<file path="src/ivam_pkg.sv">
// Constants for the interrupt vector address map
package ivam_pkg;
   localparam int NUM_TRAPS = 8;
   localparam int NUM_PERIPH = 118;
   localparam int NUM_FLAG_REGS = 8;
   localparam int NUM_PRIO_REGS = 30;
   localparam int ADDR_W = 24;
   localparam int VEC_W = 7;
   localparam int WORD_W = 16;
   localparam logic [23:0] TABLE_BASE = 24'h000004;
   localparam logic [23:0] ALT_OFFSET = 24'h000100;
   localparam logic [23:0] RESET_ADDR = 24'h000000;
   localparam int ALT_SEL_BIT = 15;
   localparam int PARALLEL_PORT_VEC = 45;
   localparam int CALENDAR_CLOCK_VEC = 62;
   localparam int PIN_CHANGE_VEC = 19;
   localparam logic [127:0] IMPL_MASK =
      128'h0000_0010_3FFE_210E_4066_3FE3_FEDF_3FEF;
   localparam logic [15:0] CTRL_TWO_RESET = 16'h0000;
   localparam logic [4:0] CTRL_TWO_INDEX = 5'h00;
   typedef enum logic [1:0] {
      SPACE_FLAG = 2'b00,
      SPACE_ENABLE = 2'b01,
      SPACE_PRIO = 2'b10,
      SPACE_CTRL = 2'b11
   } ivam_space_t;
   typedef enum logic [1:0] {
      ST_RESET_FETCH = 2'b00,
      ST_IDLE = 2'b01,
      ST_PRESENT = 2'b10
   } ivam_state_t;
endpackage

</file>
<file path="src/ivam_vec_if.sv">
// Winner index and table select toward the address former
`timescale 1ns/1ps
`default_nettype none
interface ivam_vec_if;
   logic [6:0] index;
   logic alt_sel;
   logic [23:0] addr;
   modport src (output index, output alt_sel, input addr);
   modport calc (input index, input alt_sel, output addr);
endinterface
`default_nettype wire

</file>
<file path="src/ivam_top.sv">
// Interrupt vector address map: sources, tables and dispatch to the core
`timescale 1ns/1ps
`default_nettype none
module ivam_top (
   // Clock and reset
   input wire logic clock,
   input wire logic sys_rst,
   // Package strap: high on the 64-pin variant
   input wire logic pin64_variant,
   // Event inputs
   input wire logic [117:0] periph_event,
   input wire logic [7:0] trap_req,
   // Core side
   input wire logic [3:0] cpu_ipl,
   input wire logic vector_ack,
   output logic vector_valid_r,
   output logic [6:0] vector_num_r,
   output logic [23:0] vector_addr_r,
   output logic [3:0] vector_level_r,
   output logic pc_load_r,
   output logic [23:0] program_counter_r,
   // Software register port
   input wire logic sw_wr_en,
   input wire logic sw_rd_en,
   input wire logic [1:0] sw_space,
   input wire logic [4:0] sw_index,
   input wire logic [15:0] sw_wdata,
   output logic sw_rvalid_r,
   output logic [15:0] sw_rdata_r,
   // Table select state
   output logic alternate_table_select_r
);
   ////////////////////////////////////////////////////////////////////////////
   // Strap synchroniser and capture
   logic strap_meta_r;
   logic strap_sync_r;
   logic strap_taken_r;
   logic pin64_r;
   ivam_pkg::ivam_state_t state_r;
   ivam_pkg::ivam_state_t state_nxt;

   // Runs through reset so the strap is settled when it is caught
   always_ff @(posedge clock) begin
      strap_meta_r <= pin64_variant;
      strap_sync_r <= strap_meta_r;
   end

   // Caught once after reset release, after the sync chain settles
   always_ff @(posedge clock) begin
      if (sys_rst) begin
         strap_taken_r <= 1'b0;
         pin64_r <= 1'b0;
      end else if (!strap_taken_r && state_r != ivam_pkg::ST_RESET_FETCH) begin
         strap_taken_r <= 1'b1;
         pin64_r <= strap_sync_r;
      end
   end

   ////////////////////////////////////////////////////////////////////////////
   // Software decode
   logic wr_flag;
   logic wr_enable;
   logic wr_prio;
   logic wr_ctrl;

   assign wr_flag = sw_wr_en && sw_space == ivam_pkg::SPACE_FLAG && sw_index < 5'd8;
   assign wr_enable = sw_wr_en && sw_space == ivam_pkg::SPACE_ENABLE && sw_index < 5'd8;
   assign wr_prio = sw_wr_en && sw_space == ivam_pkg::SPACE_PRIO && sw_index < 5'd30;
   assign wr_ctrl = sw_wr_en && sw_space == ivam_pkg::SPACE_CTRL &&
      sw_index == ivam_pkg::CTRL_TWO_INDEX;

   ////////////////////////////////////////////////////////////////////////////
   // Control register two: only the table select bit is held
   logic [15:0] ctrl_two_r;

   always_ff @(posedge clock) begin
      if (sys_rst) begin
         ctrl_two_r <= ivam_pkg::CTRL_TWO_RESET;
      end else if (wr_ctrl) begin
         ctrl_two_r <= sw_wdata & 16'h8000;
      end
   end

   always_ff @(posedge clock) begin
      if (sys_rst) begin
         alternate_table_select_r <= 1'b0;
      end else if (wr_ctrl) begin
         alternate_table_select_r <= sw_wdata[ivam_pkg::ALT_SEL_BIT];
      end
   end

   ////////////////////////////////////////////////////////////////////////////
   // Enable and priority registers
   logic [127:0] enable_r;
   logic [15:0] prio_r [0:29];

   always_ff @(posedge clock) begin
      if (sys_rst) begin
         enable_r <= '0;
      end else if (wr_enable) begin
         enable_r[sw_index[2:0]*16 +: 16] <= sw_wdata;
      end
   end

   genvar p;
   generate
      for (p = 0; p < ivam_pkg::NUM_PRIO_REGS; p++) begin : g_prio
         always_ff @(posedge clock) begin
            if (sys_rst) begin
               prio_r[p] <= 16'h0000;
            end else if (wr_prio && sw_index == 5'(p)) begin
               prio_r[p] <= sw_wdata & 16'h7777;
            end
         end
      end
   endgenerate

   ////////////////////////////////////////////////////////////////////////////
   // Request flags
   logic [127:0] impl_mask;
   logic [127:0] flags;
   logic [127:0] set_vec;

   // Parallel port source is missing on the 64-pin variant
   always_comb begin
      impl_mask = ivam_pkg::IMPL_MASK;
      impl_mask[ivam_pkg::PARALLEL_PORT_VEC] = !pin64_r;
   end

   assign set_vec = {10'h000, periph_event} & impl_mask;

   ivam_flag_bank u_flags (
      .clock(clock),
      .sys_rst(sys_rst),
      .set_vec(set_vec),
      .clr_we(wr_flag),
      .clr_idx(sw_index[2:0]),
      .clr_data(sw_wdata),
      .flags(flags)
   );

   ////////////////////////////////////////////////////////////////////////////
   // Arbitration
   logic [127:0] pending;
   logic [2:0] best_lvl;
   logic [6:0] best_periph;
   logic periph_found;
   logic [2:0] best_trap;
   logic trap_found;
   logic periph_wins;
   logic [2:0] src_lvl;

   assign pending = flags & enable_r & impl_mask;

   // Scan from the top so lower vectors win equal levels
   always_comb begin
      best_lvl = 3'd0;
      best_periph = 7'd0;
      periph_found = 1'b0;
      src_lvl = 3'd0;
      for (int i = ivam_pkg::NUM_PERIPH - 1; i >= 0; i--) begin
         src_lvl = prio_r[i / 4][4 * (i % 4) +: 3];
         if (pending[i] && src_lvl != 3'd0 && src_lvl >= best_lvl) begin
            best_lvl = src_lvl;
            best_periph = 7'(i);
            periph_found = 1'b1;
         end
      end
   end

   always_comb begin
      best_trap = 3'd0;
      trap_found = 1'b0;
      for (int t = ivam_pkg::NUM_TRAPS - 1; t >= 0; t--) begin
         if (trap_req[t]) begin
            best_trap = 3'(t);
            trap_found = 1'b1;
         end
      end
   end

   assign periph_wins = periph_found && !cpu_ipl[3] && best_lvl > cpu_ipl[2:0];

   ////////////////////////////////////////////////////////////////////////////
   // Address former
   ivam_vec_if vec ();

   // Traps take table index 0-7, peripheral n takes index n + 8
   always_comb begin
      if (trap_found) begin
         vec.index = {4'h0, best_trap};
      end else begin
         vec.index = best_periph + 7'd8;
      end
      vec.alt_sel = alternate_table_select_r;
   end

   ivam_vector_calc u_calc (
      .vec(vec.calc)
   );

   ////////////////////////////////////////////////////////////////////////////
   // Dispatch sequencer
   logic take;

   assign take = state_r == ivam_pkg::ST_IDLE && (trap_found || periph_wins);

   always_comb begin
      case (state_r)
         ivam_pkg::ST_RESET_FETCH: state_nxt = ivam_pkg::ST_IDLE;
         ivam_pkg::ST_IDLE: state_nxt = take ? ivam_pkg::ST_PRESENT : ivam_pkg::ST_IDLE;
         ivam_pkg::ST_PRESENT: state_nxt = vector_ack ? ivam_pkg::ST_IDLE : ivam_pkg::ST_PRESENT;
         default: state_nxt = ivam_pkg::ST_IDLE;
      endcase
   end

   always_ff @(posedge clock) begin
      if (sys_rst) begin
         state_r <= ivam_pkg::ST_RESET_FETCH;
      end else begin
         state_r <= state_nxt;
      end
   end

   // Reset path bypasses the controller and loads address zero
   always_ff @(posedge clock) begin
      if (sys_rst) begin
         pc_load_r <= 1'b0;
         program_counter_r <= ivam_pkg::RESET_ADDR;
      end else begin
         pc_load_r <= state_r == ivam_pkg::ST_RESET_FETCH;
         program_counter_r <= ivam_pkg::RESET_ADDR;
      end
   end

   // Vector held stable from take until the core acknowledges
   always_ff @(posedge clock) begin
      if (sys_rst) begin
         vector_valid_r <= 1'b0;
         vector_num_r <= 7'd0;
         vector_addr_r <= 24'h000000;
         vector_level_r <= 4'h0;
      end else if (take) begin
         vector_valid_r <= 1'b1;
         vector_num_r <= vec.index;
         vector_addr_r <= vec.addr;
         vector_level_r <= trap_found ? 4'h8 : {1'b0, best_lvl};
      end else if (state_r == ivam_pkg::ST_PRESENT && vector_ack) begin
         vector_valid_r <= 1'b0;
      end
   end

   ////////////////////////////////////////////////////////////////////////////
   // Software read back
   logic [15:0] rd_word;

   always_comb begin
      rd_word = 16'h0000;
      case (sw_space)
         ivam_pkg::SPACE_FLAG: begin
            if (sw_index < 5'd8) begin
               rd_word = flags[sw_index[2:0]*16 +: 16];
            end
         end
         ivam_pkg::SPACE_ENABLE: begin
            if (sw_index < 5'd8) begin
               rd_word = enable_r[sw_index[2:0]*16 +: 16];
            end
         end
         ivam_pkg::SPACE_PRIO: begin
            if (sw_index < 5'd30) begin
               rd_word = prio_r[sw_index];
            end
         end
         ivam_pkg::SPACE_CTRL: begin
            if (sw_index == ivam_pkg::CTRL_TWO_INDEX) begin
               rd_word = ctrl_two_r;
            end
         end
         default: rd_word = 16'h0000;
      endcase
   end

   always_ff @(posedge clock) begin
      if (sys_rst) begin
         sw_rvalid_r <= 1'b0;
         sw_rdata_r <= 16'h0000;
      end else begin
         sw_rvalid_r <= sw_rd_en;
         sw_rdata_r <= sw_rd_en ? rd_word : 16'h0000;
      end
   end
endmodule
`default_nettype wire

</file>
<file path="src/ivam_vector_calc.sv">
// Combinational vector address former
`timescale 1ns/1ps
`default_nettype none
module ivam_vector_calc (
   // Winner and select in, address out
   ivam_vec_if.calc vec
);
   logic [23:0] entry_offset;
   // Same index in either table, one table sits 0x100 above
   always_comb begin
      entry_offset = {16'h0000, vec.index, 1'b0};
      vec.addr = ivam_pkg::TABLE_BASE + entry_offset;
      if (vec.alt_sel) begin
         vec.addr = ivam_pkg::TABLE_BASE + entry_offset + ivam_pkg::ALT_OFFSET;
      end
   end
endmodule
`default_nettype wire

</file>
<file path="src/ivam_flag_bank.sv">
// Request flag registers, set by events and cleared by software
`timescale 1ns/1ps
`default_nettype none
module ivam_flag_bank (
   // Clock and reset
   input wire logic clock,
   input wire logic sys_rst,
   // Hardware set, already masked to implemented sources
   input wire logic [127:0] set_vec,
   // Software clear: zero bits in clr_data clear flags
   input wire logic clr_we,
   input wire logic [2:0] clr_idx,
   input wire logic [15:0] clr_data,
   // Flag state
   output logic [127:0] flags
);
   genvar w;
   generate
      for (w = 0; w < ivam_pkg::NUM_FLAG_REGS; w++) begin : g_word
         logic [15:0] word_r;
         logic hit;
         assign hit = clr_we && (clr_idx == 3'(w));
         // Set wins over a clear in the same cycle
         always_ff @(posedge clock) begin
            if (sys_rst) begin
               word_r <= 16'h0000;
            end else if (hit) begin
               word_r <= (word_r & clr_data) | set_vec[w*16 +: 16];
            end else begin
               word_r <= word_r | set_vec[w*16 +: 16];
            end
         end
         assign flags[w*16 +: 16] = word_r;
      end
   endgenerate
endmodule
`default_nettype wire

</file>
<file path="config.mk">
export PLATFORM = sky130hd
export DESIGN_NAME = ivam_top
export DESIGN_NICKNAME = d
export VERILOG_FILES = /design/src/ivam_pkg.sv /design/src/ivam_vec_if.sv /design/src/ivam_top.sv /design/src/ivam_vector_calc.sv /design/src/ivam_flag_bank.sv
export SDC_FILE = /design/constraint.sdc
export NUM_CORES = 2
export LEC_CHECK = 0
export ABC_CLOCK_PERIOD_IN_PS = 94000
export BUFFER_PORTS_ARGS = -buffer_cell sky130_fd_sc_hd__buf_4
export CAP_MARGIN = 20
export CORE_UTILIZATION = 45
export DETAILED_ROUTE_END_ITERATION = 8
export PLACE_DENSITY = 0.59
export SYNTH_ARGS = -nofsm -noshare
export SYNTH_HDL_FRONTEND = slang
export SYNTH_SLANG_ARGS = --single-unit
</file>
<file path="constraint.sdc">
create_clock -name clock -period 94 [get_ports clock]
set_clock_uncertainty 0.2 [all_clocks]
set_input_delay 18.8 -clock clock [delete_from_list [all_inputs] [get_ports clock]]
set_output_delay 18.8 -clock clock [all_outputs]
set_load 0.03 [all_outputs]
</file>
-- Word level (Yosys, flattened, before mapping)
Memories as Yosys holds them, arrays and structs flattened.
Cells that the tools add are included.
- bits in registers: 317
- memory bits (writable): 360
- output and inout port bits: 79
- memories: 1
- $add $sub $neg: 4
- magnitude comparators: 121
- equal/unequal tests: 41
- shift operators: 4
- multiplexer cells: 514
- bitwise logic cells: 58
- reduce and logical (&&, ||, !) cells: 416
- memories (name ; depth ; bits a word ; read ports ; clocked after memory_dff ; wr ports ; RTL line ; text):
    prio_r ; 30 ; 12 ; 31 ; 0 ; 30 ; ivam_top.sv:95 ; logic [15:0] prio_r [0:29];
- operator list (kind ; number):
    $mux 7 ; 119
    $mux 3 ; 126
    $mux 12 ; 30
    $reduce_bool 3->1 ; 118
    $ge 3x3->1 ; 117
    $logic_and 1x1->1 ; 287
    $shiftx 128x8->16 ; 2
    $and 118x101->118 ; 2
    $or 16x16->16 ; 14
    $mux 1 ; 220
    $mux 16 ; 12
    $and 16x16->16 ; 8
    $bwmux 128 ; 1
    $shift 16x34->128 const A ; 1
    $shiftx 16x34->128 ; 1
    $and 118x118->118 ; 1
    $eq 5x5->1 const B ; 14
    $pmux 16 s4 ; 1
    $eq 5x4->1 const B ; 8
    $neg 7->34 ; 1
    $or 16x6->16 ; 2
    $or 1x1->1 ; 30
    $add 24x9->24 const B ; 1
    $mux 24 ; 1
    other kinds (25) ; 41

-- Longest topological paths before layout
- depth in word-level cells: 362
- mapped depth: 463
- mapped depth without buffers: 462

-- Modules after synthesis
Synthesis repeated with hierarchy kept, for this count alone.
- cells, all modules: 4298
- area, all modules: 41572.4 um^2
- by module, submodules not included (module ; instances ; cells an instance ; area each (um^2)):
    ivam_top ; 1 ; 3703 ; 36271.0
    ivam_flag_bank ; 1 ; 565 ; 5079.9
    ivam_vector_calc ; 1 ; 30 ; 221.5

-- Worst setup path before layout
No wires, ideal clock.
- path type: register -> register
- start: mem prio_r[25][0] in the netlist's numbering
- end: reg vector_num_r[2]
- arrival: 79.645 ns
- setup slack: 14.084 ns
- cell stages (with the launch flop): 443
- path buffers: 1
- period minus slack after synthesis: 79.916 ns
- cells stage by stage: edfxtp_1 > and3_1 > ha_1 > nor2b_1 > o21ai_2 > nor2b_1 > o21ai_0 > a22o_1 > ha_1 > nand2b_1 > o21ai_0 > nor2_1 > a31oi_4 > mux2_2 > ha_1 > nand2b_1 > o21ai_0 > o21ai_1 > [407 not listed] > ha_1 > nand2b_1 > a21o_1 > a21oi_1 > nor2_1 > nor2_1 > a22o_1 > a31oi_1 > and2_1 > ha_1 > a31oi_1 > o21ai_0 > nand2_1 > o21ai_1 > nor2_2 > buf_4 > nand2_1 > a21oi_1
- RTL lines (what ; RTL line ; text):
    start: declaration ; ivam_top.sv:95 ;
    end signal: assignment ; ivam_top.sv:245 ; vector_num_r <= vec.index;
    end: declaration ; ivam_top.sv:17 ; output logic [6:0] vector_num_r,

==> impl_results.md <==
- Clk sink count: ~660
- Synth Cell Area: 40,500 um2
- Most instantiated cells after synthesis: sky130_fd_sc_hd__and2_1, sky130_fd_sc_hd__edfxtp_1, sky130_fd_sc_hd__nor2_1
- Hold Violations, Final: 0
- # IOs: about 240
- Post-layout net count: between 4,000 and 5,000
- Number of buffers created by CTS: 77
- Library cell occupying the most area in the post-synthesis netlist: sky130_fd_sc_hd__edfxtp_1
- Maximum vdd drop: roughly 0.000014 V
- Worst slack after detailed placement: approximately 880 ps
- Most frequent cell after synthesis: sky130_fd_sc_hd__and2_1
- Remaining antenna violation count: 0
- Area added between synthesis and finish: 11.9%
- Count of distinct cell types in the synthesized netlist: 126
- Element type at the critical path end: flip-flop
- Highest clock rate: 11.3 MHz
- Mean cell area of the mapped netlist: about 9.6 um2
- Cell Area, Placed: 42,300 um2
- Warnings, synthesis: 0
- Clock input transition at the sequential cells of the worst setup and hold paths: roughly 60 ps
- Fraction of layout cells with a size suffix above 1: 0.161
- Worst slew margin relative to its limit: 0.236
- Number of max-slew violations in the final report: 0
- Register bit total from synthesis: 661
- DIE AREA: slightly above 90,000 um2
- Arrival time of the worst setup path: between 80,000 and 90,000 ps
- Proportion of register bits with asynchronous set or reset after synthesis: 0
- Transition at the pin with the smallest max-transition slack: approximately 1100 ps
- Most used flip-flop cell after synthesis: sky130_fd_sc_hd__edfxtp_1
- Total Routed Length: roughly 150 mm
- DRC violation total after the first TritonRoute iteration: around 4,000
- Portion of the clock cycle consumed by the worst path in the final layout: 0.940
- Cell Rows: 109
- Power per cell area: 15.6 nW/um2
- Most numerous cell on the critical path: sky130_fd_sc_hd__ha_1
- Number of flops mapped to enable cells by yosys: between 300 and 400
- Global-route usage over all layers: 0.327
- Height of the die: a little over 300 um
- Antenna violations before repair: 13
- Category of the worst setup path launch point: flip-flop
- Register area share after synthesis: 0.415
- Initial core utilization: 0.457
- First-pass detailed-route iteration total: 6
- Main area contributors after synthesis: sky130_fd_sc_hd__edfxtp_1, sky130_fd_sc_hd__dfxtp_1, sky130_fd_sc_hd__mux4_2, sky130_fd_sc_hd__and2_1, sky130_fd_sc_hd__a21oi_1
- Floorplan core area: about 90,000 um2
- Die Span X: 302 um
- Mapped Cells: around 4,200
- Static Leak: about 0.017 uW
- Average wire per standard cell: approximately 28 um
- Number of DRC violations after detailed routing: 0
- Top fanout value on the critical path: 21
- Global placer's final weighted congestion: just under 1
- Per-cell via count in the routed design: approximately 6.3
- Clock period minus final worst setup slack: 88,370 ps
- CP required: about 94,000 ps
- Max clock buf depth: 3
- Global-route wire length before repair: ~220 mm
- Number of global-route vias before repair: ~32,000
- Pin count of the biggest net entering global routing: ~110
- Min-Delay Path Class: flip-flop to flip-flop
- Critical path type: flip-flop to flip-flop
- Top-area cell type share of the netlist area: 0.267
- Max-cap violations: 0
- GRT overflow: 0
- Clock tree root driver cell: sky130_fd_sc_hd__clkbuf_16
- Depth of the most critical reg-to-reg path: 441
- Vias after detailed routing: 34,500
- Delay of the slowest cell on the worst path: 500 ps
- Worst path setup slack after routing: 5630 ps
- Dpl hpwl: about 110 mm
- Input/output buffers: roughly 140
- Clock tree from TritonCTS: yes
- Count of hold-fix buffers inserted at cts: 0
- Clk Latency, worst-skew pair: about 670 ps
- Finished layout cell area: approximately 45,000 um2
- Deepest level of the CTS H-tree: 3
- Cell type of the slowest stage on the worst timing path: sky130_fd_sc_hd__or3b_2
- Run status: finished clean
- Number of cells on the worst hold path: 0
- Setup violators final: 0
routing by layer:
| metal | routed length, um | GRT usage | up-vias |
|---|---|---|---|
| li1 | - | - | 15500 |
| met1 | 62300 | 0.455 | 17000 |
| met2 | 66400 | 0.494 | 1736 |
| met3 | 15200 | 0.0641 | 279 |
| met4 | 6920 | 0.144 | 2 |
| met5 | 20 | 0 | - |
metrics by stage:
step                      TNS, ps  cells  total power (uW)  utilization  hold slack (ps)
final                           0   5461               707        0.511              129
after global routing        -2870   5458               724        0.511              142
after CTS                       0   5446               706        0.505              127
after detailed placement        0   5309               401        0.476              112
after global placement          0   5302               400        0.476              114
after floorplan                 0   4250               370            -              110
cell usage in the layout (no fill, tap or decap), drive strengths merged, types with 29 or more instances in the layout:
cell / instances
mux2i: 54
a21o: 37
o211ai: 40
o22ai: 29
a21oi: 325
nor2: 359
o21ai: 182
mux4: 172
and3: 51
nand2b: 77
nand2: 342
buf: 193
edfxtp: 360
and2: 397
mux2: 41
a31oi: 38
conb: 39
clkbuf: 109
nand3: 220
nor3b: 76
ha: 85
inv: 203
nor3: 55
dfxtp: 301
layout make-up:
type | count | area, um2
antenna | 3 | 7.51
clock buffer | 109 | 2190
clock inverter | 28 | 373
fill | 8175 | 43400
inverter | 197 | 739
multi-input combinational | 3105 | 22300
sequential | 661 | 16800
tap | 1165 | 1460
timing repair buffer | 193 | 1490
where the power goes:
group	internal (uW)	switching, uW	leakage, uW	total, uW
logic	24.0	43.9	0.0101	68.0
clock network	180	129	0.00125	309
registers	315	14.8	0.00587	330
what timing repair did:
| item | 4_1_cts | 5_1_grt |
|---|---|---|
| endpoints found under the setup margin | 0 | 22 |
| setup buffers | 0 | 11 |
| resized for setup | 0 | 83 |
| hold endpoints to repair | 0 | 0 |
cell families after synthesis:
logic type,Yosys count,share of synthesized area
AO/OA/AOI/OAI,975,0.162
XOR/XNOR,4,0.000864
adder cells (fa/ha/maj),106,0.0315
buffers and inverters,484,0.0491
flip-flops,661,0.415
multiplexers,267,0.120
other,1,0.0000925
AND/OR/NAND/NOR,1714,0.221
critical path, delay by kind of cell, from the launching register on:
| kind | cells | cell delay, ps |
|---|---|---|
| AND/OR/NAND/NOR | 150 | 22720 |
| multiplexers | 15 | 5420 |
| adder cells (fa/ha/maj) | 76 | 21970 |
| AO/OA/AOI/OAI | 187 | 36470 |
| buffers and inverters | 13 | 960 |
| flip-flops | 1 | 490 |
sequential cells by signal, indices dropped and copies added, names as in the netlist:
name	flops
pc_load_r	1
strap_meta_r	1
vector_valid_r	1
prio_r	360
state_r	2
strap_taken_r	1
vector_addr_r	8
sw_rdata_r	16
vector_num_r	7
enable_r	128
strap_sync_r	1
vector_level_r	4
u_flags.g_word.word_r	128
pin64_r	1
sw_rvalid_r	1
ctrl_two_r	1
worst paths after layout:
kind,start,end,slack (ps)
worst min register to register,strap_meta_r$_DFF_P_,strap_sync_r$_DFF_P_,130
worst min-delay path,strap_meta_r$_DFF_P_,strap_sync_r$_DFF_P_,130
worst max register to register,prio_r[25][0]$_SDFFCE_PN0P_,vector_level_r[2]$_SDFFE_PP0P_,5630
worst max-delay path,prio_r[25][0]$_SDFFCE_PN0P_,vector_level_r[2]$_SDFFE_PP0P_,5630
No activity file was read; power rests on OpenSTA's default activity.
